--- src/hdl/arsc_consts.svh ---
// constants for the read-sectors command block
`ifndef ARSC_CONSTS_SVH
`define ARSC_CONSTS_SVH
// register offsets on the plain register port
`define ARSC_OFF_DATA 4'h0
`define ARSC_OFF_FEAT 4'h1
`define ARSC_OFF_SCNT 4'h2
`define ARSC_OFF_SNUM 4'h3
`define ARSC_OFF_CLO 4'h4
`define ARSC_OFF_CHI 4'h5
`define ARSC_OFF_DEVH 4'h6
`define ARSC_OFF_CMD 4'h7
`define ARSC_OFF_ERR 4'h8
`define ARSC_OFF_DCTL 4'h9
`define ARSC_OFF_ISTS 4'hA
`define ARSC_OFF_IMSK 4'hB
// opcodes; bit 0 of the 28-bit opcode is the retry bit
`define ARSC_OP_RD28 8'h20
`define ARSC_OP_RD28_MASK 8'hFE
`define ARSC_OP_RD48 8'h24
// field positions
`define ARSC_DH_LBA 6
`define ARSC_DCTL_HOB 7
`define ARSC_ERR_UNC 6
`define ARSC_ERR_IDN 4
`define ARSC_ERR_ABT 2
`define ARSC_IRQ_DONE 0
`define ARSC_IRQ_ERR 1
`define ARSC_IRQ_DRQ 2
// reset values and counts
`define ARSC_DEVH_RST 8'hA0
`define ARSC_BYTE_RST 8'h01
`define ARSC_CNT28_ZERO 17'h00100
`define ARSC_CNT48_ZERO 17'h10000
`define ARSC_WORDS_LAST 8'hFF
`endif

--- src/hdl/arsc_pkg.sv ---
// types shared by the read-sectors command block
package arsc_pkg;
	// register port request from software
	typedef struct packed {
		logic wr;
		logic rd;
		logic [3:0] addr;
		logic [15:0] wdata;
	} arsc_reg_req_t;
	// sector fetch request to the media side
	typedef struct packed {
		logic start;
		logic chs;
		logic [47:0] addr;
	} arsc_media_req_t;
	// one word, or an error, back from the media side
	typedef struct packed {
		logic valid;
		logic unc;
		logic idnf;
		logic [15:0] data;
	} arsc_media_rsp_t;
	typedef enum logic [1:0] {
		ARSC_ST_IDLE = 2'b00,
		ARSC_ST_REQ = 2'b01,
		ARSC_ST_XFER = 2'b10
	} arsc_state_t;
endpackage : arsc_pkg

--- src/hdl/arsc_read_cmd.sv ---
// read-sectors command interpreter with task file, data port and interrupt
// Notes on behaviour
// - opcodes 20h and 21h both start the same 28-bit read.
// - a 28-bit count of zero means 256 sectors.
// - sector number is the start sector in CHS, address bits 7:0 in LBA.
// - cylinder low/high give the cylinder in CHS, address bits 8-23 in LBA.
// - the head field gives the head in CHS, address bits 24-27 in LBA.
// - the retry bit of the opcode is ignored.
// - at the end a 28-bit read leaves the sectors not moved in the sector count; a 48-bit read leaves the count as written.
// - at the end the address registers hold the last sector handled.
// - opcode 24h starts a 48-bit read of 1 to 65536 sectors.
// - sector data leaves through the data register one 16-bit word at a time.
// - an uncorrectable error ends the read at the failing sector.
// - the 48-bit count is previous byte high, current byte low.
// - a 48-bit count of zero means 65536 sectors.
// - the 48-bit address bytes come from current/previous, read back by HOB.
// - ending status shows busy clear, ready and seek done, only UNC/IDN/ABT errors.
//
// Design decisions made here: the plain strobed port and the placing of the registers.
`timescale 1ns/1ps
`include "arsc_consts.svh"
module arsc_read_cmd #(
	parameter int SECT_PER_TRK = 63,
	parameter int HEADS = 16
) (
	input wire logic sys_clk_i,
	input wire logic reset_i,
	input wire arsc_pkg::arsc_reg_req_t reg_req_i,
	output logic [15:0] reg_rdata_o,
	output arsc_pkg::arsc_media_req_t media_req_o,
	output logic media_rdy_o,
	input wire arsc_pkg::arsc_media_rsp_t media_rsp_i,
	output logic busy_o,
	output logic irq_o
);
	import arsc_pkg::*;

	// current and previous byte of each address/count register
	logic [7:0] scnt_r;
	logic [7:0] scnt_p_r;
	logic [7:0] snum_r;
	logic [7:0] snum_p_r;
	logic [7:0] clo_r;
	logic [7:0] clo_p_r;
	logic [7:0] chi_r;
	logic [7:0] chi_p_r;
	logic [7:0] devh_r;
	logic hob_r;
	logic [7:0] err_r;
	logic err_flag_r;
	logic [2:0] ists_r;
	logic [2:0] imsk_r;
	logic [15:0] data_r;
	logic drq_r;
	logic busy_r;
	logic ext_r;
	logic chs_r;
	logic [47:0] addr_r;
	logic [16:0] remain_r;
	logic [7:0] word_r;
	logic start_r;
	arsc_state_t state_r;

	logic wr_ok;
	logic cmd_wr;
	logic op28;
	logic op48;
	logic data_rd;
	logic sect_end;
	logic last_sect;
	logic rsp_word;
	logic rsp_err;
	logic finish_ok;
	logic finish_err;
	logic cmd_abort;
	logic [7:0] status;

	// pick current or previous byte for readback
	function automatic logic [7:0] tf_sel(input logic [7:0] cur, input logic [7:0] prev,
			input logic hob);
		tf_sel = hob ? prev : cur;
	endfunction : tf_sel

	// next sector address; CHS packs head, cylinder, sector as loaded and written back
	function automatic logic [47:0] next_addr(input logic [47:0] a, input logic chs);
		logic [15:0] cyl;
		logic [3:0] hd;
		logic [7:0] sc;
		cyl = a[23:8];
		hd = a[27:24];
		sc = a[7:0];
		if (!chs) begin
			next_addr = a + 48'h000000000001;
		end else begin
			if (sc == 8'(SECT_PER_TRK)) begin
				sc = 8'h01;
				if (hd == 4'(HEADS - 1)) begin
					hd = 4'h0;
					cyl = cyl + 16'h0001;
				end else begin
					hd = hd + 4'h1;
				end
			end else begin
				sc = sc + 8'h01;
			end
			next_addr = {20'h00000, hd, cyl, sc};
		end
	endfunction : next_addr

	// task file is only writable while idle; no command queueing
	assign wr_ok = reg_req_i.wr && !busy_r;
	assign cmd_wr = wr_ok && (reg_req_i.addr == `ARSC_OFF_CMD);
	// opcode decode ignores retry bit
	// retry ignored
	assign op28 = (reg_req_i.wdata[7:0] & `ARSC_OP_RD28_MASK) == `ARSC_OP_RD28;
	assign op48 = reg_req_i.wdata[7:0] == `ARSC_OP_RD48;
	assign cmd_abort = cmd_wr && !op28 && !op48;
	assign data_rd = reg_req_i.rd && (reg_req_i.addr == `ARSC_OFF_DATA) && drq_r;
	assign sect_end = data_rd && (word_r == `ARSC_WORDS_LAST);
	assign last_sect = remain_r == 17'h00001;
	assign rsp_word = (state_r == ARSC_ST_XFER) && !drq_r && media_rsp_i.valid
		&& !media_rsp_i.unc && !media_rsp_i.idnf;
	assign rsp_err = (state_r == ARSC_ST_XFER) && !drq_r && media_rsp_i.valid
		&& (media_rsp_i.unc || media_rsp_i.idnf);
	assign finish_ok = sect_end && last_sect;
	assign finish_err = rsp_err;

	// command state and sector bookkeeping
	always_ff @(posedge sys_clk_i or posedge reset_i) begin
		if (reset_i) begin
			state_r <= ARSC_ST_IDLE;
			busy_r <= 1'b0;
			ext_r <= 1'b0;
			chs_r <= 1'b0;
			addr_r <= 48'h000000000000;
			remain_r <= 17'h00000;
			start_r <= 1'b0;
		end else begin
			start_r <= 1'b0;
			case (state_r)
				ARSC_ST_IDLE: begin
					if (cmd_wr && op28) begin
						busy_r <= 1'b1;
						ext_r <= 1'b0;
						chs_r <= !devh_r[`ARSC_DH_LBA];
						remain_r <= (scnt_r == 8'h00) ? `ARSC_CNT28_ZERO : {9'h000, scnt_r};
						addr_r <= {20'h00000, devh_r[3:0], chi_r, clo_r, snum_r};
						state_r <= ARSC_ST_REQ;
					end else if (cmd_wr && op48) begin
						busy_r <= 1'b1;
						ext_r <= 1'b1;
						chs_r <= 1'b0;
						remain_r <= ({scnt_p_r, scnt_r} == 16'h0000) ? `ARSC_CNT48_ZERO
							: {1'b0, scnt_p_r, scnt_r};
						addr_r <= {chi_p_r, clo_p_r, snum_p_r, chi_r, clo_r, snum_r};
						state_r <= ARSC_ST_REQ;
					end
				end
				ARSC_ST_REQ: begin
					start_r <= 1'b1;
					state_r <= ARSC_ST_XFER;
				end
				ARSC_ST_XFER: begin
					if (finish_err) begin
						busy_r <= 1'b0;
						state_r <= ARSC_ST_IDLE;
					end else if (finish_ok) begin
						remain_r <= 17'h00000;
						busy_r <= 1'b0;
						state_r <= ARSC_ST_IDLE;
					end else if (sect_end) begin
						// address stays on the last moved sector until more follow
						remain_r <= remain_r - 17'h00001;
						addr_r <= next_addr(addr_r, chs_r);
						state_r <= ARSC_ST_REQ;
					end
				end
				default: begin
					state_r <= ARSC_ST_IDLE;
					busy_r <= 1'b0;
				end
			endcase
		end
	end

	// data register and word count within the sector
	always_ff @(posedge sys_clk_i or posedge reset_i) begin
		if (reset_i) begin
			data_r <= 16'h0000;
			drq_r <= 1'b0;
			word_r <= 8'h00;
		end else begin
			if (state_r == ARSC_ST_REQ) begin
				word_r <= 8'h00;
			end
			if (rsp_word) begin
				data_r <= media_rsp_i.data;
				drq_r <= 1'b1;
			end else if (data_rd) begin
				drq_r <= 1'b0;
				word_r <= word_r + 8'h01;
			end
		end
	end

	// error byte: cleared by a new command, set by media or a bad opcode
	always_ff @(posedge sys_clk_i or posedge reset_i) begin
		if (reset_i) begin
			err_r <= 8'h00;
			err_flag_r <= 1'b0;
		end else if (cmd_wr) begin
			err_r <= 8'h00;
			err_r[`ARSC_ERR_ABT] <= cmd_abort;
			err_flag_r <= cmd_abort;
		end else if (finish_err) begin
			err_r[`ARSC_ERR_UNC] <= media_rsp_i.unc;
			err_r[`ARSC_ERR_IDN] <= media_rsp_i.idnf;
			err_flag_r <= 1'b1;
		end
	end

	// task-file bytes: host writes shift current into previous
	always_ff @(posedge sys_clk_i or posedge reset_i) begin
		if (reset_i) begin
			scnt_r <= `ARSC_BYTE_RST;
			scnt_p_r <= 8'h00;
			snum_r <= `ARSC_BYTE_RST;
			snum_p_r <= 8'h00;
			clo_r <= 8'h00;
			clo_p_r <= 8'h00;
			chi_r <= 8'h00;
			chi_p_r <= 8'h00;
			devh_r <= `ARSC_DEVH_RST;
			hob_r <= 1'b0;
		end else if (wr_ok) begin
			case (reg_req_i.addr)
				`ARSC_OFF_SCNT: begin
					scnt_p_r <= scnt_r;
					scnt_r <= reg_req_i.wdata[7:0];
				end
				`ARSC_OFF_SNUM: begin
					snum_p_r <= snum_r;
					snum_r <= reg_req_i.wdata[7:0];
				end
				`ARSC_OFF_CLO: begin
					clo_p_r <= clo_r;
					clo_r <= reg_req_i.wdata[7:0];
				end
				`ARSC_OFF_CHI: begin
					chi_p_r <= chi_r;
					chi_r <= reg_req_i.wdata[7:0];
				end
				`ARSC_OFF_DEVH: devh_r <= reg_req_i.wdata[7:0];
				`ARSC_OFF_DCTL: hob_r <= reg_req_i.wdata[`ARSC_DCTL_HOB];
				default: begin
				end
			endcase
		end else if (finish_ok || finish_err) begin
			snum_r <= addr_r[7:0];
			clo_r <= addr_r[15:8];
			chi_r <= addr_r[23:16];
			if (ext_r) begin
				snum_p_r <= addr_r[31:24];
				clo_p_r <= addr_r[39:32];
				chi_p_r <= addr_r[47:40];
			end else begin
				devh_r[3:0] <= addr_r[27:24];
				scnt_r <= finish_ok ? 8'h00 : remain_r[7:0];
			end
		end
	end

	// interrupt status: set beats a write-one clear
	always_ff @(posedge sys_clk_i or posedge reset_i) begin
		if (reset_i) begin
			ists_r <= 3'h0;
			imsk_r <= 3'h0;
		end else begin
			if (reg_req_i.wr && reg_req_i.addr == `ARSC_OFF_IMSK) begin
				imsk_r <= reg_req_i.wdata[2:0];
			end
			ists_r[`ARSC_IRQ_DONE] <= finish_ok || finish_err || cmd_abort
				|| (ists_r[`ARSC_IRQ_DONE] && !(reg_req_i.wr
				&& reg_req_i.addr == `ARSC_OFF_ISTS && reg_req_i.wdata[`ARSC_IRQ_DONE]));
			ists_r[`ARSC_IRQ_ERR] <= finish_err || cmd_abort
				|| (ists_r[`ARSC_IRQ_ERR] && !(reg_req_i.wr
				&& reg_req_i.addr == `ARSC_OFF_ISTS && reg_req_i.wdata[`ARSC_IRQ_ERR]));
			ists_r[`ARSC_IRQ_DRQ] <= rsp_word
				|| (ists_r[`ARSC_IRQ_DRQ] && !(reg_req_i.wr
				&& reg_req_i.addr == `ARSC_OFF_ISTS && reg_req_i.wdata[`ARSC_IRQ_DRQ]));
		end
	end

	// status byte: BSY RDY DF DSC DRQ COR IDX ERR
	// ending status
	assign status = {busy_r && !drq_r, 1'b1, 1'b0, 1'b1, drq_r, 1'b0, 1'b0, err_flag_r};

	// read data one cycle after the read strobe
	always_ff @(posedge sys_clk_i or posedge reset_i) begin
		if (reset_i) begin
			reg_rdata_o <= 16'h0000;
		end else if (reg_req_i.rd) begin
			case (reg_req_i.addr)
				`ARSC_OFF_DATA: reg_rdata_o <= data_r;
				`ARSC_OFF_SCNT: reg_rdata_o <= {8'h00, tf_sel(scnt_r, scnt_p_r, hob_r)};
				`ARSC_OFF_SNUM: reg_rdata_o <= {8'h00, tf_sel(snum_r, snum_p_r, hob_r)};
				`ARSC_OFF_CLO: reg_rdata_o <= {8'h00, tf_sel(clo_r, clo_p_r, hob_r)};
				`ARSC_OFF_CHI: reg_rdata_o <= {8'h00, tf_sel(chi_r, chi_p_r, hob_r)};
				`ARSC_OFF_DEVH: reg_rdata_o <= {8'h00, devh_r};
				`ARSC_OFF_CMD: reg_rdata_o <= {8'h00, status};
				`ARSC_OFF_ERR: reg_rdata_o <= {8'h00, err_r};
				`ARSC_OFF_DCTL: reg_rdata_o <= {8'h00, hob_r, 7'h00};
				`ARSC_OFF_ISTS: reg_rdata_o <= {13'h0000, ists_r};
				`ARSC_OFF_IMSK: reg_rdata_o <= {13'h0000, imsk_r};
				default: reg_rdata_o <= 16'h0000;
			endcase
		end
	end

	// media side: one start pulse per sector, words only while data reg empty
	assign media_req_o.start = start_r;
	assign media_req_o.chs = chs_r;
	assign media_req_o.addr = addr_r;
	assign media_rdy_o = (state_r == ARSC_ST_XFER) && !drq_r;
	assign busy_o = busy_r;
	assign irq_o = |(ists_r & imsk_r);
endmodule : arsc_read_cmd

--- config.mk ---
export PLATFORM = sky130hd
export DESIGN_NAME = arsc_read_cmd
export DESIGN_NICKNAME = d
export VERILOG_FILES = /design/src/hdl/arsc_pkg.sv /design/src/hdl/arsc_read_cmd.sv
export VERILOG_INCLUDE_DIRS = /design/src /design/src/hdl
export SDC_FILE = /design/constraint.sdc
export NUM_CORES = 1
export LEC_CHECK = 0
export BUFFER_PORTS_ARGS = -buffer_cell sky130_fd_sc_hd__buf_2
export CELL_PAD_IN_SITES_DETAIL_PLACEMENT = 0
export CELL_PAD_IN_SITES_GLOBAL_PLACEMENT = 1
export CORE_MARGIN = 2
export CORE_UTILIZATION = 35
export DETAILED_ROUTE_END_ITERATION = 10
export MAX_ROUTING_LAYER = met4
export PLACE_DENSITY_LB_ADDON = 0.1
export RECOVER_POWER = 100
export SYNTH_ARGS = -nofsm -noshare
export SYNTH_HDL_FRONTEND = slang
export SYNTH_SLANG_ARGS = --single-unit
--- constraint.sdc ---
create_clock -name sys_clk_i -period 9.23 [get_ports sys_clk_i]
set_clock_uncertainty 0.05 [all_clocks]
set_input_delay 1.846 -clock sys_clk_i [delete_from_list [all_inputs] [get_ports sys_clk_i]]
set_output_delay 1.846 -clock sys_clk_i [all_outputs]
set_load 0.02 [all_outputs]
==> impl_metrics.toml <==
[critical_path]
max_stage_delay_ps = 2740
crit_top_cell = "clkbuf_1"
regToRegSetupSlack_ps = 5360
required_ps = 8860
r2r_cells = 9
path_cells = "clkbuf_1 -> inv_8 -> clkbuf_1"
critPathMaxFanout = 131
startpoint = "reset_i"
cp_slowest_cell = "clkbuf_1"
critPathCaptureType = "asynchronous set/reset pin"
r2r_start = "state_r[0]"
path_class = "input port to asynchronous set/reset pin"
critPathLaunchType = "input port"
worstReg2RegEnd = "addr_r[17]"
critPathCapture = "addr_r[16]"
arrival_ps = 5450

[cells_and_area]
areaGrowthSynthToFinish_pct = 10.7
drive_gt1_share_pct = 11.1
nNetsFinal = 1322
layout.cells.non_filler = 1685
num_antenna_cells = 0
final_util_pct = 39.1

[global_route]
grt_usage_pct = 25.4
grt_first_pass_wirelength_um = 62000
grt_max_degree = 132
antenna_found_initial = 1
overflow = 0
grt_pass1_vias = 9570

[route]
drt_pre_antenna_iters = 6
avgRoutedWirePerCell_um = 24.1
drtIter0Drc = 872
routed-via-count = 10081
drc = 0
ant_nets = 0
wl_um = 40600
vias_per_cell = 5.98

[logic_synthesis]
syn_nets = 1278
syn_area_um2 = 11100
synth-edff-count = 0
synthCells = 1226
ys.flop_type = "dfrtp_1"
synth_cell_types = 79
syn_area_per_cell_um2 = 9.02
ys_warn_count = 0
synth_seq_cells = 195
ys_seq_area_share_pct = 44.2
ys_async_sr_fraction_pct = 100

[placed_design]
gp_congestion = 0.857
place_hpwl_um = 28100
port_buffers = 103
place_ws_ps = 4220
placed_cells = 1653

[sta]
fmax_mhz = 172
worst_slew_pin_slew_ps = 3800
fin_crit_sh_pct = 63.0
period_minus_slack_ps = 5810
rsz0062_at_grt = "false"
hold_violations = 0
setup_viol = 0
maxSlewHeadroom_pct = -154
setup_ws_ps = 3420
fin_setup_tns_ps = 0
final_max_slew_viol_count = 77

[worst_hold_path]
holdCritPathClass = "register to register"

[die]
io_pins = 112
coreArea_um2 = 31300
die_area_um2 = 33000
die_x_um = 182
rows = 65
initial_utilization_pct = 35.3
die_height_um = 182

[clocking]
cts_root_buf = "clkbuf_16"
cts_setup_buffers = 0
clock-sinks = 195
cts_tree = "yes"
cts_hold_buf = 0
path_clk_slew_ps = 80
cts_resized = 0
clk_latency_ps = 460
numCtsBuffers = 17
htree_levels = 4
clockBufferDepth = 2

[flow_run]
drv_cap = 2

[power]
powerDensity_nw_per_um2 = 306
power.total_w = 0.00375
power.leakage_nw = 4.96
vdd_ir_drop_max_mv = 0.139

[outcome]
outcome = "complete, but fails checks"
violations = "capacitance limit, slew limit"
-- power by group --
group	leakage (nW)	switching (W)	internal, W
registers	2.41	0.000440	0.00114
clock network	0.301	0.000405	0.000392
logic	2.25	0.000891	0.000484
-- Yosys cell counts (all sizes together) (3+ instances only) --
master,number,area share (%)
nand2,119,4.1
nor2,83,2.8
o2bb2ai,7,0.55
mux2i,23,2.1
a31oi,14,0.79
nor2b,6,0.34
clkbuf,53,1.8
and2,16,0.91
mux2,38,3.9
a221oi,8,0.63
ha,9,1.0
o31a,5,0.40
o22a,4,0.32
a21o,4,0.27
a221o,3,0.27
a32oi,17,1.3
o22ai,48,2.7
and4,7,0.55
buf,35,1.8
nand3,52,2.4
or3,16,0.91
o21ai,103,4.7
nor3,34,1.6
and3,16,0.91
nand2b,4,0.23
dfrtp,191,43
nand4b,3,0.24
inv,52,1.8
o32ai,4,0.32
nand4,19,1.2
a22o,5,0.40
o221a,21,2.1
o31ai,7,0.52
dfstp,4,0.95
o21a,11,0.75
a211oi,5,0.38
o211ai,11,0.75
a22oi,14,0.95
a21oi,100,4.6
nor4,21,1.7
-- layout make-up --
class / count / area (um2)
Fill cell: 3264 / 19100
Multi-Input combinational cell: 891 / 5550
Timing Repair Buffer: 113 / 493
Inverter: 52 / 203
Clock inverter: 15 / 191
Clock buffer: 17 / 425
Sequential cell: 195 / 4880
Tap cell: 402 / 503
-- cell usage in the layout (no fill, tap or decap), drive strengths merged, types with 39 or more instances in the layout --
master	instances
a21oi	100
buf	39
clkbuf	91
dfrtp	191
inv	59
nand2	119
nand3	52
nor2	83
o21ai	103
o22ai	48
-- how the worst min path moves through the flow --
stage,cells after the start,endpoint,slack [ps],startpoint
after floorplan,1,chs_r,400,devh_r[6]
after global placement,2,reg_rdata_o[14],430,data_r[14]
after detailed placement,1,err_r[2],430,err_r[2]
after CTS,1,err_r[2],450,err_r[2]
after global routing,1,data_r[10],470,data_r[10]
final,1,word_r[3],450,word_r[3]
-- critical path, delay by kind of cell --
family                 cells  cell delay (ps)
buffers and inverters      3             3510
-- kinds of logic (layout without fill, tap and decap cells) --
group	Yosys count	in the layout	share of synthesized area [%]
compound gates	411	411	24.5
mux	61	61	5.95
fa+ha+maj	9	9	1.02
xor+xnor	1	1	0.0792
simple gates	409	409	18.9
flops	195	195	44.2
buf+inv	140	197	5.37
-- registers in the layout (all words and copies together), names as in the netlist, 16 cells and up --
register,cells
addr_r,48
reg_rdata_o,16
data_r,16
remain_r,17
-- through the flow --
step	hold WS [ps]	area (um2)
finish	452	12200
global route	474	12200
floorplan	402	11100
CTS	453	12400
global placement	430	11800
detailed placement	434	11800
-- metal layers --
layer  global-route usage [%]  share of wire, %  vias up  wire length, um
li1                         -                 -     4683                -
met1                     37.1                48     4999            19700
met2                     36.8                44      351            17800
met3                     4.21               6.0       48             2430
met4                     6.05               1.7        0              687
met5                        -                 0        -                0
(Power assumes the default switching activity.)
